<file path="src/asm_pkg.sv">
// Package: register map, field layouts and reset values of the status/mode bank
package asm_pkg;

  localparam int ASM_ADDR_W = 6;
  localparam int ASM_DATA_W = 16;
  localparam int ASM_NUM_CH = 4;

  // ------------------------------------------------------------
  // Register addresses
  // ------------------------------------------------------------
  localparam logic [5:0] ASM_ADDR_STATUS = 6'h01;
  localparam logic [5:0] ASM_ADDR_MODE = 6'h02;

  // ------------------------------------------------------------
  // Reset values and field codes
  // ------------------------------------------------------------
  localparam logic [15:0] ASM_MODE_RST = 16'h0510;
  localparam logic [15:0] ASM_MODE_WMASK = 16'h3F12;
  localparam logic [1:0] ASM_WLEN_16 = 2'h0;
  localparam logic [1:0] ASM_WLEN_24 = 2'h1;
  localparam logic [1:0] ASM_WLEN_32_ZPAD = 2'h2;
  localparam logic [1:0] ASM_WLEN_32_SEXT = 2'h3;
  localparam logic ASM_CRC_CCITT = 1'h0;
  localparam logic ASM_CRC_ANSI = 1'h1;

  // Mode register layout, bit 15 first
  typedef struct packed {
    logic [1:0] rsvd_15_14;
    logic regmap_crc_en;
    logic rx_crc_en;
    logic crc_type;
    logic reset_flag;
    logic [1:0] word_length_code;
    logic [2:0] rsvd_7_5;
    logic timeout_en;
    logic [1:0] rsvd_3_2;
    logic ready_pin_hiz;
    logic rsvd_0;
  } asm_mode_t;

  // Status word layout, bit 15 first
  typedef struct packed {
    logic lock;
    logic resync_occurred_flag;
    logic regmap_changed;
    logic rx_crc_error;
    logic crc_type;
    logic reset_flag;
    logic [1:0] word_length_code;
    logic [3:0] rsvd_7_4;
    logic [3:0] new_data_flags;
  } asm_status_t;

  // Host register access, one word per request
  typedef struct packed {
    logic wr;
    logic rd;
    logic [5:0] addr;
    logic [15:0] wdata;
  } asm_reg_req_t;

endpackage

</file>
<file path="src/asm_sticky.sv">
// Sticky flag bank: hardware set beats a clear in the same cycle
`timescale 1ns/1ps
module asm_sticky #(
  parameter int W = 1
) (
  // Clock and reset
  input wire logic i_clk,
  input wire logic i_sys_rst,
  // Events and clears
  input wire logic [W-1:0] i_set,
  input wire logic [W-1:0] i_clr,
  // Flags
  output logic [W-1:0] o_flag
);

  wire [W-1:0] next_flag = i_set | (o_flag & ~i_clr);

  always_ff @(posedge i_clk) begin
    if (i_sys_rst) begin
      o_flag <= '0;
    end else begin
      o_flag <= next_flag;
    end
  end

endmodule

</file>
<file path="src/asm_status_mode.sv">
// Status word and mode register bank of a four-channel sampling converter
// Function
// - Status bit 15 shows whether the serial interface is locked.
// - Status bit 14 sets on every converter resync; zero means none since the last status read.
// - Status bit 13 reads one when the register-map checksum changed.
// - Status bit 12 reads one after an incoming serial checksum error.
// - Status bit 11 shows checksum polynomial: zero CCITT, one ANSI.
// - Status bit 10 reads one after reset until the flag is cleared.
// - Status bits 9:8 give word length, reset 01; 00 is 16, 01 is 24 bits.
// - Code 10 is 32 bits zero padded low; 11 is 32 bits sign extended.
// - Status bits 3:0 flag new data on channels 3 to 0.
// - Mode register sits at address 02h and resets to 0510h.
// - Mode checksum-type field selects polynomial; status mirrors it.
// - Host writing zero to mode reset bit clears the status reset flag.
// - Mode word-length field selects output length with the same codes.
// - Register-map checksum monitoring runs only while its enable is one.
`timescale 1ns/1ps
module asm_status_mode
  import asm_pkg::*;
(
  // Clock and reset
  input wire logic i_clk,
  input wire logic i_sys_rst,
  // Register access from the serial framer
  input wire asm_pkg::asm_reg_req_t i_req,
  output logic [15:0] o_rdata,
  output logic o_rvalid,
  // Lock commands from the framer
  input wire logic i_lock_cmd,
  input wire logic i_unlock_cmd,
  // Converter and checksum events
  input wire logic i_resync_evt,
  input wire logic i_rx_crc_err_evt,
  input wire logic [15:0] i_regmap_crc,
  input wire logic [3:0] i_new_data_evt,
  input wire logic i_data_read,
  // Configuration and status seen by the rest of the device
  output asm_pkg::asm_mode_t o_mode,
  output asm_pkg::asm_status_t o_status,
  output logic [4:0] o_out_word_bits
);
  import asm_pkg::*;

  // ------------------------------------------------------------
  // Decode
  // ------------------------------------------------------------
  logic lock;
  asm_mode_t mode;
  logic [15:0] crc_ref;
  logic crc_ref_valid;
  logic [2:0] evt_flags;
  logic [3:0] drdy_flags;

  wire hit_mode = i_req.addr == ASM_ADDR_MODE;
  wire hit_status = i_req.addr == ASM_ADDR_STATUS;
  // Locked interface refuses register writes
  wire mode_wr = i_req.wr && hit_mode && !lock;
  wire status_rd = i_req.rd && hit_status;

  function automatic logic [4:0] wlen_bits(input logic [1:0] code);
    case (code)
      ASM_WLEN_16: wlen_bits = 5'h10;
      ASM_WLEN_24: wlen_bits = 5'h18;
      default: wlen_bits = 5'h00;
    endcase
  endfunction

  // ------------------------------------------------------------
  // Lock state
  // ------------------------------------------------------------
  // lock indicator state
  always_ff @(posedge i_clk) begin
    if (i_sys_rst) begin
      lock <= 1'b0;
    end else if (i_lock_cmd) begin
      lock <= 1'b1;
    end else if (i_unlock_cmd) begin
      lock <= 1'b0;
    end
  end

  // ------------------------------------------------------------
  // Mode register
  // ------------------------------------------------------------
  // Reset bit can only be cleared by the host, never set
  wire [15:0] wr_masked = (i_req.wdata & ASM_MODE_WMASK) | (mode & ~ASM_MODE_WMASK);
  asm_mode_t next_mode;
  assign next_mode = asm_mode_t'({wr_masked[15:11], wr_masked[10] & mode.reset_flag,
                                  wr_masked[9:0]});

  always_ff @(posedge i_clk) begin
    if (i_sys_rst) begin
      mode <= asm_mode_t'(ASM_MODE_RST);
    end else if (mode_wr) begin
      mode <= next_mode;
    end
  end

  // ------------------------------------------------------------
  // Register-map checksum monitor
  // ------------------------------------------------------------
  // monitor gated by enable
  wire mon_on = mode.regmap_crc_en;
  // A host write legitimately changes the map, so the reference is retaken
  wire regmap_evt = mon_on && crc_ref_valid && !mode_wr && (i_regmap_crc != crc_ref);

  always_ff @(posedge i_clk) begin
    if (i_sys_rst) begin
      crc_ref <= 16'h0000;
      crc_ref_valid <= 1'b0;
    end else begin
      crc_ref <= i_regmap_crc;
      crc_ref_valid <= mon_on && !mode_wr;
    end
  end

  // ------------------------------------------------------------
  // Event flags
  // ------------------------------------------------------------
  // sticky, cleared by status read
  asm_sticky #(.W(3)) u_evt (
    .i_clk(i_clk),
    .i_sys_rst(i_sys_rst),
    .i_set({i_resync_evt, regmap_evt, i_rx_crc_err_evt && mode.rx_crc_en}),
    .i_clr({3{status_rd}}),
    .o_flag(evt_flags)
  );

  asm_sticky #(.W(ASM_NUM_CH)) u_drdy (
    .i_clk(i_clk),
    .i_sys_rst(i_sys_rst),
    .i_set(i_new_data_evt),
    .i_clr({ASM_NUM_CH{i_data_read}}),
    .o_flag(drdy_flags)
  );

  // ------------------------------------------------------------
  // Status word and read path
  // ------------------------------------------------------------
  asm_status_t status;
  // reserved bits zero, no write path
  assign status = '{lock: lock, resync_occurred_flag: evt_flags[2],
                    regmap_changed: evt_flags[1], rx_crc_error: evt_flags[0],
                    crc_type: mode.crc_type, reset_flag: mode.reset_flag,
                    word_length_code: mode.word_length_code, rsvd_7_4: 4'h0,
                    new_data_flags: drdy_flags};

  wire [15:0] rd_mux = hit_status ? status : hit_mode ? mode : 16'h0000;

  always_ff @(posedge i_clk) begin
    if (i_sys_rst) begin
      o_rdata <= 16'h0000;
      o_rvalid <= 1'b0;
      o_status <= '0;
      o_out_word_bits <= 5'h18;
    end else begin
      o_rdata <= i_req.rd ? rd_mux : o_rdata;
      o_rvalid <= i_req.rd;
      o_status <= status;
      // 32-bit codes, zero from function means 32
      o_out_word_bits <= (wlen_bits(mode.word_length_code) == 5'h00) ? 5'h00
                         : wlen_bits(mode.word_length_code);
    end
  end

  assign o_mode = mode;
endmodule

</file>
<file path="config.mk">
export PLATFORM = sky130hd
export DESIGN_NAME = asm_status_mode
export DESIGN_NICKNAME = d
export VERILOG_FILES = /design/src/asm_pkg.sv /design/src/asm_sticky.sv /design/src/asm_status_mode.sv
export SDC_FILE = /design/constraint.sdc
export NUM_CORES = 1
export LEC_CHECK = 0
export BUFFER_PORTS_ARGS = -buffer_cell sky130_fd_sc_hd__buf_2
export CORE_ASPECT_RATIO = 1.2
export CORE_MARGIN = 3
export CORE_UTILIZATION = 25
export DETAILED_ROUTE_END_ITERATION = 12
export PLACE_DENSITY = 0.56
export SKIP_LAST_GASP = 1
export SLEW_MARGIN = 10
export SYNTH_ARGS = -nofsm -noshare
export SYNTH_HDL_FRONTEND = slang
export SYNTH_SLANG_ARGS = --single-unit
</file>
<file path="constraint.sdc">
create_clock -name i_clk -period 1.7 [get_ports i_clk]
set_clock_uncertainty 0.05 [all_clocks]
set_input_delay 0.17 -clock i_clk [delete_from_list [all_inputs] [get_ports i_clk]]
set_output_delay 0.17 -clock i_clk [all_outputs]
set_load 0.02 [all_outputs]
</file>
== Yosys cells after proc, flatten, opt, wreduce, memory -nomap -nowiden ==
Cells that the tools add are included.

* Equality and inequality tests: 4
* Muxes and demuxes: 7
* Bitwise gates (word level): 8
* Reductions and logical operators: 14

{| class="wikitable"
|+ Operators with widths
! operator !! count
|-
| $mux W16 || 2
|-
| $ne A16 B16 Y1 || 1
|-
| $or A14 B16 Y16 || 1
|-
| $mux W5 || 2
|-
| $pmux W5 S2 || 1
|-
| $logic_and A1 B1 Y1 || 8
|-
| $eq A6 B1 Y1 const B || 1
|-
| $eq A6 B2 Y1 const B || 1
|-
| $logic_not A5 Y1 || 1
|-
| $and A4 B4 Y4 || 1
|-
| $not A4 Y4 || 1
|-
| $or A4 B4 Y4 || 1
|-
| $and A3 B3 Y3 || 1
|-
| $not A3 Y3 || 1
|-
| $or A3 B3 Y3 || 1
|-
| $eq A2 B1 Y1 const B || 1
|-
| $logic_not A1 Y1 || 2
|-
| $logic_not A2 Y1 || 1
|-
| $mux W1 || 2
|-
| $reduce_bool A2 Y1 || 1
|-
| $reduce_or A2 Y1 || 1
|-
| $and A1 B1 Y1 || 1
|}

* Bits in registers: 79
* Input port bits: 51
* Output and inout port bits: 54
* Word-level logic and storage cells: 62

== Longest topological paths before layout ==
Gate-level depths: netlist of the first run.

* Depth after elaboration: 7
* Gate-level depth with buffers: 4
* Mapped depth without buffers: 4

== Modules after synthesis ==
From an unflattened synthesis of the first run, not the netlist that was laid out.

* Cell total of the unflattened synthesis: 215
* Area total of the unflattened synthesis: 2253.4 µm²

{| class="wikitable"
|+ Modules (own cells, without submodules)
! module !! times used !! cells an instance !! area each (µm²) !! sequential area each (µm²)
|-
| asm_status_mode || 1 || 187 || 2008.2 || 1101.1
|-
| asm_sticky at u_drdy || 1 || 16 || 140.1 || 80.1
|-
| asm_sticky at u_evt || 1 || 12 || 105.1 || 60.1
|}

== Least setup slack after synthesis of the first run ==
OpenSTA, ideal clock, no wires.

* Path kind: register -> register
* From: reg lock
* To: reg u_evt.o_flag[1]
* Setup time: 117 ps
* Arrival: 1203 ps
* Required time: 1533 ps
* Slack: 330 ps
* Cell stages (with the launch flop): 5
* Path buffers: 0
* Clock period less this slack: 1370 ps
* Cells stage by stage: dfxtp_1 -> and4bb_2 -> nand2_2 -> and3_1 -> a32o_1

* Longest elaborated chain between the ends: 6

{| class="wikitable"
|+ RTL lines
! what !! line !! source
|-
| from (decl) || asm_status_mode.sv:47 || <nowiki>logic lock;</nowiki>
|-
| from (signal assigned) || asm_status_mode.sv:74 || <nowiki>lock <= 1'b0;</nowiki>
|-
| from (signal assigned) || asm_status_mode.sv:76 || <nowiki>lock <= 1'b1;</nowiki>
|-
| from (signal assigned) || asm_status_mode.sv:78 || <nowiki>lock <= 1'b0;</nowiki>
|-
| $logic_not A1 Y1 || asm_status_mode.sv:57 || <nowiki>wire mode_wr = i_req.wr && hit_mode && !lock;</nowiki>
|-
| $logic_and A1 B1 Y1 || asm_status_mode.sv:57 ||
|-
| $logic_not A1 Y1 || asm_status_mode.sv:105 || <nowiki>wire regmap_evt = mon_on && crc_ref_valid && !mode_wr && (i_regmap_crc != crc_ref);</nowiki>
|-
| $logic_and A1 B1 Y1 (2 in series) || asm_status_mode.sv:105 ||
|-
| $or A3 B3 Y3 || asm_sticky.sv:16 || <nowiki>wire [W-1:0] next_flag = i_set | (o_flag & ~i_clr);</nowiki>
|-
| to (signal assigned) || asm_sticky.sv:22 || <nowiki>o_flag <= next_flag;</nowiki>
|-
| to (decl) || asm_sticky.sv:13 || <nowiki>output logic [W-1:0] o_flag</nowiki>
|}

No other way between the ends.
A chain may end at the register's enable or synchronous reset.

== Worst setup path after layout of the first run ==
* From: reg crc_ref[1]
* To: reg u_evt.o_flag[1]

* Longest elaborated chain between the ends: 3

{| class="wikitable"
|+ RTL lines
! what !! line !! source
|-
| from (decl) || asm_status_mode.sv:49 || <nowiki>logic [15:0] crc_ref;</nowiki>
|-
| from (signal assigned) || asm_status_mode.sv:112 || <nowiki>crc_ref <= i_regmap_crc;</nowiki>
|-
| $ne A16 B16 Y1 || asm_status_mode.sv:105 ||
|-
| $logic_and A1 B1 Y1 || asm_status_mode.sv:105 ||
|-
| $or A3 B3 Y3 || asm_sticky.sv:16 ||
|}

No other way between the ends.

==> results of run 1 <==
==> cells in the mapped netlist (2+ instances only) <==
cell	count
dfxtp_1	62
nor2b_1	28
buf_4	18
xor2_1	16
nor2_1	13
a22o_1	9
inv_1	8
a21oi_1	7
mux2i_1	6
clkbuf_1	5
nand2_1	4
nand2b_1	4
nor4_1	4
a222oi_1	2
==> report_power, final <==
group	internal (uW)	switching [uW]
clock	750	537
sequential	1490	20.5
combinational	99.8	137
==> repair_timing <==
item | in CTS | in global routing
hold buffers | 6 | 0
gates resized for setup | 0 | 1
setup endpoints to repair | 0 | 1
hold endpoints to repair | 6 | 0
==> flip-flops by register name, summed over array words and instances, names as in the netlist, 2 cells and up <==
name             count
u_evt.o_flag         3
u_drdy.o_flag        4
o_status            12
o_rdata             14
crc_ref             16
o_mode               7
o_out_word_bits      2
==> routing by layer <==
layer  GRT usage [%]  part of all wire (%)
met1            11.6                    42
met2            17.3                    50
met3            4.59                   6.8
met4            4.14                   1.0
met5               0                     0
==> stage by stage <==
step	hold slack, ns	worst slack [ns]	instance area [sq um]	total power (uW)
6_report	0.0211	0.217	2970	3040
3_3_place_gp	0.326	0.0879	2710	1770
4_1_cts	0.00131	0.0668	2970	3100
3_5_place_dp	0.334	0.0785	2710	1780
2_1_floorplan	0.210	0.330	2280	1700
5_1_grt	0.00600	0.114	2970	3200
==> worst reg2reg max path: cells and delay by family, from the launching register on <==
family | cells | cell delay [ns]
and+or+nand+nor | 2 | 0.56
xor gates and xnor gates | 1 | 0.17
DFF | 1 | 0.31
AOI/OAI and AO/OA | 1 | 0.29
==> cell families (layout without fill, tap and decap cells) <==
kind of cell	after synthesis	in the layout	share of synthesized area, %
compound gates	25	25	8.83
xor+xnor	16	16	6.30
buf+inv	31	115	8.27
flops	62	62	55.8
mux	6	6	2.70
other cells	1	15	0.169
simple gates	64	64	17.9
==> layout by cell type, fill, tap and decap left out <==
cell type	n
a211oi_2	1
a21o_1	1
a21oi_1	7
a221o_1	1
a222oi_1	2
a22o_1	9
a22oi_1	1
a32o_1	1
a41o_1	1
and2_1	1
and3_1	1
and4bb_2	1
buf_2	81
buf_4	4
bufinv_16	1
clkbuf_1	1
clkbuf_8	11
clkinv_2	3
conb_1	15
dfxtp_1	62
dlygate4sd3_1	6
inv_1	8
mux2i_1	6
nand2_1	4
nand2_2	1
nand2b_1	4
nand3_1	1
nand4_1	1
nand4b_1	1
nor2_1	13
nor2b_1	28
nor3_2	1
nor3_4	1
nor4_1	3
nor4_2	1
nor4_4	1
o21ai_0	1
or4_4	1
xor2_1	16
==> area by class of cell <==
type,count,share of cell area (%)
clock buffers,12,5.22
clock inverters,4,1.52
inverters,8,1.01
multi-input cells,126,28.9
flip-flops and latches,62,41.8
well taps,117,4.93
repair buffers,91,16.7
==> how the worst max path moves through the flow <==
| stage | startpoint | end | cells past startpoint |
|---|---|---|---|
| floorplan | lock$_SDFFE_PP0P_ | u_evt.o_flag[1]$_SDFF_PP0_ | 4 |
| global placement | i_req[21] | o_rdata[2]$_SDFFE_PP0P_ | 5 |
| detailed placement | i_req[21] | o_rdata[0]$_SDFFE_PP0P_ | 5 |
| CTS | crc_ref[1]$_SDFF_PP0_ | u_evt.o_flag[1]$_SDFF_PP0_ | 4 |
| global route | crc_ref[1]$_SDFF_PP0_ | u_evt.o_flag[1]$_SDFF_PP0_ | 4 |
| finish | crc_ref[1]$_SDFF_PP0_ | u_evt.o_flag[1]$_SDFF_PP0_ | 4 |
==> impl_results.rst, run 1 <==
.. list-table::
   :header-rows: 1

   * - Metric
     - Value
   * - Most used DFF post-synth
     - dfxtp_1
   * - Wire length per cell
     - 12.2 microns
   * - Root Buffer
     - clkbuf_8
   * - Starting utilization of the core area
     - 25.8%
   * - Setup repair after global routing missed its margin
     - false
   * - Final setup viols
     - 0
   * - Maximum fanout along the worst path
     - 1
   * - Slew at the pin with the worst max-slew slack
     - 0.994 ns
   * - Overflow left after global routing
     - 0
   * - CTS tree
     - built
   * - Data required, critical path
     - 1.87 ns
   * - Source-to-sink clock delay at the later pin of the worst-skew pair
     - 0.32 ns
   * - Detail-routed via count per cell
     - 4.00
   * - Die H
     - 109 microns
   * - EDFF count, synth
     - 0
   * - Total CTS buffers
     - 9
   * - Delay of the slowest critical-path stage
     - 0.34 ns
   * - Number of max-slew violations in the final report
     - 0
   * - PortBufs
     - 81
   * - Number of nets with antenna violations after routing
     - 0
   * - Antenna diodes
     - 0
   * - Crit path buf inv count
     - 0
   * - DR DRC count
     - 0
   * - Maximum buffer depth of the clock tree
     - 2
   * - Number of distinct standard cells referenced by the synthesized netlist
     - 33
   * - Pre-Repair DR Iteration Count
     - 4
   * - Result of the run
     - finished, final reports clean
   * - IR drop worst, VDD
     - 0.400 mV
   * - Setup crit start kind
     - flip-flop
   * - Total count of hold-check failures in the final report
     - 0
   * - Area added between synthesis and finish
     - 33.6%
   * - Synth Cell Area
     - 0.00222 sq mm
   * - Share of Yosys cell area claimed by the top area cell type
     - 55.8%
   * - Post-synthesis instance total
     - 205
   * - Endpoint of the lowest-slack register-to-register path
     - u_evt.o_flag[1]$_SDFF_PP0_
   * - CTS HTree Levels
     - 3
   * - Setup Crit Path Kind
     - flip-flop to flip-flop
   * - Hold Path Class
     - input pin to flip-flop
   * - Number of cells on the worst hold path
     - 3
   * - Register bit total from synthesis
     - 62
   * - Site row count
     - 37
   * - DPL Wire Length
     - 3.81 mm
   * - Number of filler cells placed in the layout
     - 920
   * - Avg Synthesized Cell Area
     - 10.9 sq um
   * - Number of violations of the max-capacitance limit
     - 0
   * - Cells traversed along the worst timing path
     - xor2_1 > nor4_2 > nand4_1 > a32o_1
   * - Hold Path Origin
     - i_req[10]
   * - Share of the clock period used by the worst path
     - 87.2%
   * - R2R cell count
     - 4
   * - Routed wire length
     - 5.12 mm
   * - Via count of the first global-routing pass
     - 1610
   * - Final core utilization
     - 34.5%
   * - Max Clock Freq
     - 674 MHz
   * - Wire length of the first global-routing pass
     - 7.82 mm
   * - Routability congestion estimate from global placement
     - 0.750
   * - Core Box Area
     - 0.00861 sq mm
   * - CP arrival
     - 1.65 ns
   * - Cell Count Post-Placement
     - 398
   * - Top cells by area, synth
     - dfxtp_1 (56%), nor2b_1 (7.9%), xor2_1 (6.3%)
   * - Worst reg2reg path startpoint
     - crc_ref[1]$_SDFF_PP0_
   * - Remaining max-slew budget at the tightest pin
     - 33.5%
   * - Crit path time final
     - 1.48 ns
   * - Top cell type by total area after synthesis
     - dfxtp_1
   * - Total via count in the routed design
     - 1680
   * - Async set-or-reset flop fraction in the synthesized netlist
     - 0%
   * - Kind of cell adding the most delay to the critical path
     - simple AND/OR/NAND/NOR gates
   * - Count of pins on the block boundary
     - 105
   * - Count of routing violations after the opening detailed-route iteration
     - 62
   * - Worst-path cell with the longest stage delay
     - nor4_2
   * - Total number of nets in the final design
     - 349
   * - Horizontal die dimension
     - 92.1 microns
   * - Register-to-Register Setup Slack
     - 0.22 ns
   * - Portion of the post-synthesis area used by sequential elements
     - 55.8%
   * - Flip-flop and latch area
     - 0.00124 sq mm
   * - Ratio of total power to cell area
     - 1020 mW/mm^2
   * - Pin count of the biggest net entering global routing
     - 31
   * - Post-CTS setup-driven buffer insertion count
     - 0
   * - Area of the multi-input gates
     - 858 sq um
   * - Initial antenna violation count
     - 0
   * - Total leakage power
     - 0.00146 uW
   * - Die area
     - 0.0101 sq mm
   * - Post-Layout Cell Count
     - 420
   * - Terminating pin of the worst hold path
     - o_mode[10]$_SDFFE_PP1P_
   * - Critical Path End Type
     - flip-flop
   * - Yosys warnings
     - 0
   * - Number of clock sinks seen by CTS
     - 62
   * - Clock slew at reported path FFs
     - 0.07 ns
   * - Total track usage
     - 10.3%
   * - Final setup TNS
     - 0 ns
   * - Fraction of layout cells with a size suffix above 1
     - 35.6%
(Power assumes the default switching activity.)
==> run 2: changes to the inputs <==
--- a/config.mk
+++ b/config.mk
@@ -8,9 +8,9 @@
 export BUFFER_PORTS_ARGS = -buffer_cell sky130_fd_sc_hd__buf_2
 export CORE_ASPECT_RATIO = 1.2
 export CORE_MARGIN = 3
-export CORE_UTILIZATION = 25
+export CORE_UTILIZATION = 45
 export DETAILED_ROUTE_END_ITERATION = 12
-export PLACE_DENSITY = 0.56
+export PLACE_DENSITY = 0.86
 export SKIP_LAST_GASP = 1
 export SLEW_MARGIN = 10
 export SYNTH_ARGS = -nofsm -noshare
==> impl_results.rst, run 2 (synthesis gave the netlist of run 1 again) <==
.. list-table::
   :header-rows: 1

   * - Metric
     - Value
   * - Overflow left after global routing
     - 0 (unchanged)
   * - Setup Crit Path Kind
     - flip-flop to flip-flop (unchanged)
   * - Total leakage power
     - 0.00146 uW (about the same)
   * - Total CTS buffers
     - 9 (unchanged)
   * - Internal power of the cells
     - 2460 uW (was 2340 uW)
   * - Pre-Repair DR Iteration Count
     - 4 (unchanged)
   * - PortBufs
     - 81 (unchanged)
   * - Crit path time final
     - 1.50 ns (was 1.48 ns)
   * - Met2 track utilization from global routing
     - 28.6% (was 17.3%)
   * - Cells traversed along the worst timing path
     - xor2_1 > nor4_1 > nand4_1 > a32o_1 (was xor2_1 > nor4_2 > nand4_1 > a32o_1)
   * - Worst hold slack
     - 0.0202 ns (was 0.0211 ns)
   * - Top Registers
     - crc_ref x16, o_rdata x14, o_status x12 (unchanged)
   * - Net Sw Frac
     - 21.6% (was 22.9%)
   * - CTS tree
     - built (unchanged)
   * - Terminating pin of the worst hold path
     - u_drdy.o_flag[1]$_SDFF_PP0_ (was o_mode[10]$_SDFFE_PP1P_)
   * - Number of max-slew violations in the final report
     - 0 (unchanged)
   * - Maximum buffer depth of the clock tree
     - 2 (unchanged)
   * - Part of the power in the clock network
     - 44.2% (was 42.4%)
   * - Switching power total
     - 679 uW (was 695 uW)
   * - Total via count in the routed design
     - 1666 (was 1680)
   * - Most flop-heavy register
     - crc_ref (unchanged)
   * - Detail-routed via count per cell
     - 4.61 (was 4.00)
   * - Setup repair after global routing missed its margin
     - false (unchanged)
   * - Count of routing violations after the opening detailed-route iteration
     - 75 (was 62)
   * - Wire length of the first global-routing pass
     - 7.61 mm (was 7.82 mm)
   * - Core Box Area
     - 0.00470 sq mm (was 0.00861 sq mm)
   * - Delay of the slowest critical-path stage
     - 0.36 ns (was 0.34 ns)
   * - Worst reg2reg path startpoint
     - crc_ref[1]$_SDFF_PP0_ (unchanged)
   * - Post-CTS setup-driven buffer insertion count
     - 0 (unchanged)
   * - R2R cell count
     - 4 (unchanged)
   * - Final core utilization
     - 62.0% (was 34.5%)
   * - Initial antenna violation count
     - 0 (unchanged)
   * - Maximum fanout along the worst path
     - 1 (unchanged)
   * - Ratio of total power to cell area
     - 1080 mW/mm^2 (was 1020 mW/mm^2)
   * - Clock slew at reported path FFs
     - 0.07 ns (about the same)
   * - Final setup TNS
     - 0 ns (unchanged)
   * - Max Clock Freq
     - 669 MHz (was 674 MHz)
   * - Number of violations of the max-capacitance limit
     - 0 (unchanged)
   * - IR drop worst, VDD
     - 0.421 mV (was 0.400 mV)
   * - Total number of nets in the final design
     - 349 (unchanged)
   * - Post-layout power
     - 3140 uW (was 3040 uW)
   * - DR DRC count
     - 0 (unchanged)
   * - Endpoint of the lowest-slack register-to-register path
     - u_evt.o_flag[1]$_SDFF_PP0_ (unchanged)
   * - Slew at the pin with the worst max-slew slack
     - 0.892 ns (was 0.994 ns)
   * - Most Crowded Layer GR
     - met2 (unchanged)
   * - Comb power frac
     - 7.5% (was 7.8%)
   * - Total track usage
     - 17.0% (was 10.3%)
   * - Routability congestion estimate from global placement
     - 0.739 (was 0.750)
   * - Critical Path End Type
     - flip-flop (unchanged)
   * - Number of flip-flops in the largest register
     - 16 (unchanged)
   * - Setup crit start kind
     - flip-flop (unchanged)
   * - DPL Wire Length
     - 3.42 mm (was 3.81 mm)
   * - Crit path buf inv count
     - 0 (unchanged)
   * - Hold Path Origin
     - i_new_data_evt[1] (was i_req[10])
   * - Via count of the first global-routing pass
     - 1641 (was 1610)
   * - Number of nets with antenna violations after routing
     - 0 (unchanged)
   * - Number of filler cells placed in the layout
     - 414 (was 920)
   * - Share of the clock period used by the worst path
     - 88.0% (was 87.2%)
   * - Worst-path cell with the longest stage delay
     - nor4_1 (was nor4_2)
   * - Pin count of the biggest net entering global routing
     - 32 (was 31)
   * - Result of the run
     - finished, final reports clean (unchanged)
   * - Number of cells on the worst hold path
     - 3 (unchanged)
   * - Site row count
     - 27 (was 37)
   * - Area added between synthesis and finish
     - 30.8% (was 33.6%)
   * - Wire length per cell
     - 12.8 microns (was 12.2 microns)
   * - Antenna diodes
     - 0 (unchanged)
   * - Starting utilization of the core area
     - 47.4% (was 25.8%)
   * - CP arrival
     - 1.66 ns (was 1.65 ns)
   * - Global routing usage on met1
     - 18.6% (was 11.6%)
   * - Most frequent standard cell in the layout excluding fill and tap cells
     - buf_2 (unchanged)
   * - Remaining max-slew budget at the tightest pin
     - 40.3% (was 33.5%)
   * - Total count of hold-check failures in the final report
     - 0 (unchanged)
   * - Data required, critical path
     - 1.87 ns (about the same)
   * - Fraction of layout cells with a size suffix above 1
     - 34.7% (was 35.6%)
   * - Source-to-sink clock delay at the later pin of the worst-skew pair
     - 0.32 ns (about the same)
   * - Root Buffer
     - clkbuf_8 (unchanged)
   * - Die area
     - 0.00583 sq mm (was 0.0101 sq mm)
   * - Count of pins on the block boundary
     - 105 (unchanged)
   * - Met3 global-route usage
     - 7.26% (was 4.59%)
   * - Register-to-Register Setup Slack
     - 0.20 ns (was 0.22 ns)
   * - Final setup viols
     - 0 (unchanged)
   * - Total of cells resized after clock tree synthesis
     - 0 (unchanged)
   * - CTS HTree Levels
     - 3 (unchanged)
   * - Horizontal die dimension
     - 70.2 microns (was 92.1 microns)
   * - Routed wire length
     - 4.64 mm (was 5.12 mm)
   * - Part of the total power dissipated in sequential elements
     - 48.3% (was 49.8%)
   * - Cts hold-fix bufs
     - 6 (unchanged)
   * - Number of clock sinks seen by CTS
     - 62 (unchanged)
   * - Kind of cell adding the most delay to the critical path
     - simple AND/OR/NAND/NOR gates (unchanged)
   * - Commonest non-fill, non-tap cells in the layout
     - buf_2 (81), dfxtp_1 (62), nor2b_1 (28) (unchanged)
   * - Die H
     - 83.0 microns (was 109 microns)
   * - Hold Path Class
     - input pin to flip-flop (unchanged)
## run 2: changes by cell type in the layout (fill, tap and decap cells not counted), sizes merged
cell / change
buf: -1
bufinv: +1
dlygate4sd3: +1
clkinv: -1
## run 2: worst reg2reg max path, cell delays in order (launching register included)
cell and delay [ns]:
dfxtp_1 0.31, xor2_1 0.15, nor4_1 0.36, nand4_1 0.22, a32o_1 0.30
## run 2: worst max path at each step
stage | startpoint | to | slack (ns) | cells after the start
2_1_floorplan | lock$_SDFFE_PP0P_ | u_evt.o_flag[1]$_SDFF_PP0_ | 0.33 | 4
3_3_place_gp | i_req[21] | o_rdata[1]$_SDFFE_PP0P_ | 0.13 | 5
3_5_place_dp | i_req[21] | o_rdata[12]$_SDFFE_PP0P_ | 0.10 | 5
4_1_cts | crc_ref[1]$_SDFF_PP0_ | u_evt.o_flag[1]$_SDFF_PP0_ | 0.17 | 4
5_1_grt | crc_ref[1]$_SDFF_PP0_ | u_evt.o_flag[1]$_SDFF_PP0_ | 0.07 | 4
6_report | crc_ref[1]$_SDFF_PP0_ | u_evt.o_flag[1]$_SDFF_PP0_ | 0.20 | 4
## run 2: per-layer routing
metal	share of wire (%)	vias to the layer above
li1	-	843
met1	42	754
met2	50	64
met3	6.9	5
met4	0.99	0
met5	0	-
## run 2: power by group through the flow
stage | combinational, uW | clock, uW | sequential [uW]
2_1_floorplan | 142 | 0 | 1560
3_3_place_gp | 218 | 0 | 1550
3_5_place_dp | 223 | 0 | 1550
4_1_cts | 235 | 1420 | 1520
5_1_grt | 258 | 1500 | 1520
6_report | 235 | 1390 | 1520
## run 2: cell type report
type,instances,area [sq um],area share (%)
Multi-Input combinational cell,126,852,29.3
Sequential cell,62,1240,42.7
Inverter,8,30.0,1.03
Clock buffer,12,145,4.99
Timing Repair Buffer,91,498,17.1
Clock inverter,4,70.1,2.41
Tap cell,58,72.6,2.49
## run 2: per-stage QoR
| stage | setup WS [ns] | std cells | area [sq um] |
|---|---|---|---|
| 2_1_floorplan | 0.330 | 219 | 2280 |
| 3_3_place_gp | 0.132 | 338 | 2620 |
| 3_5_place_dp | 0.104 | 338 | 2620 |
| 4_1_cts | 0.168 | 360 | 2900 |
| 5_1_grt | 0.0744 | 361 | 2910 |
| 6_report | 0.204 | 361 | 2910 |
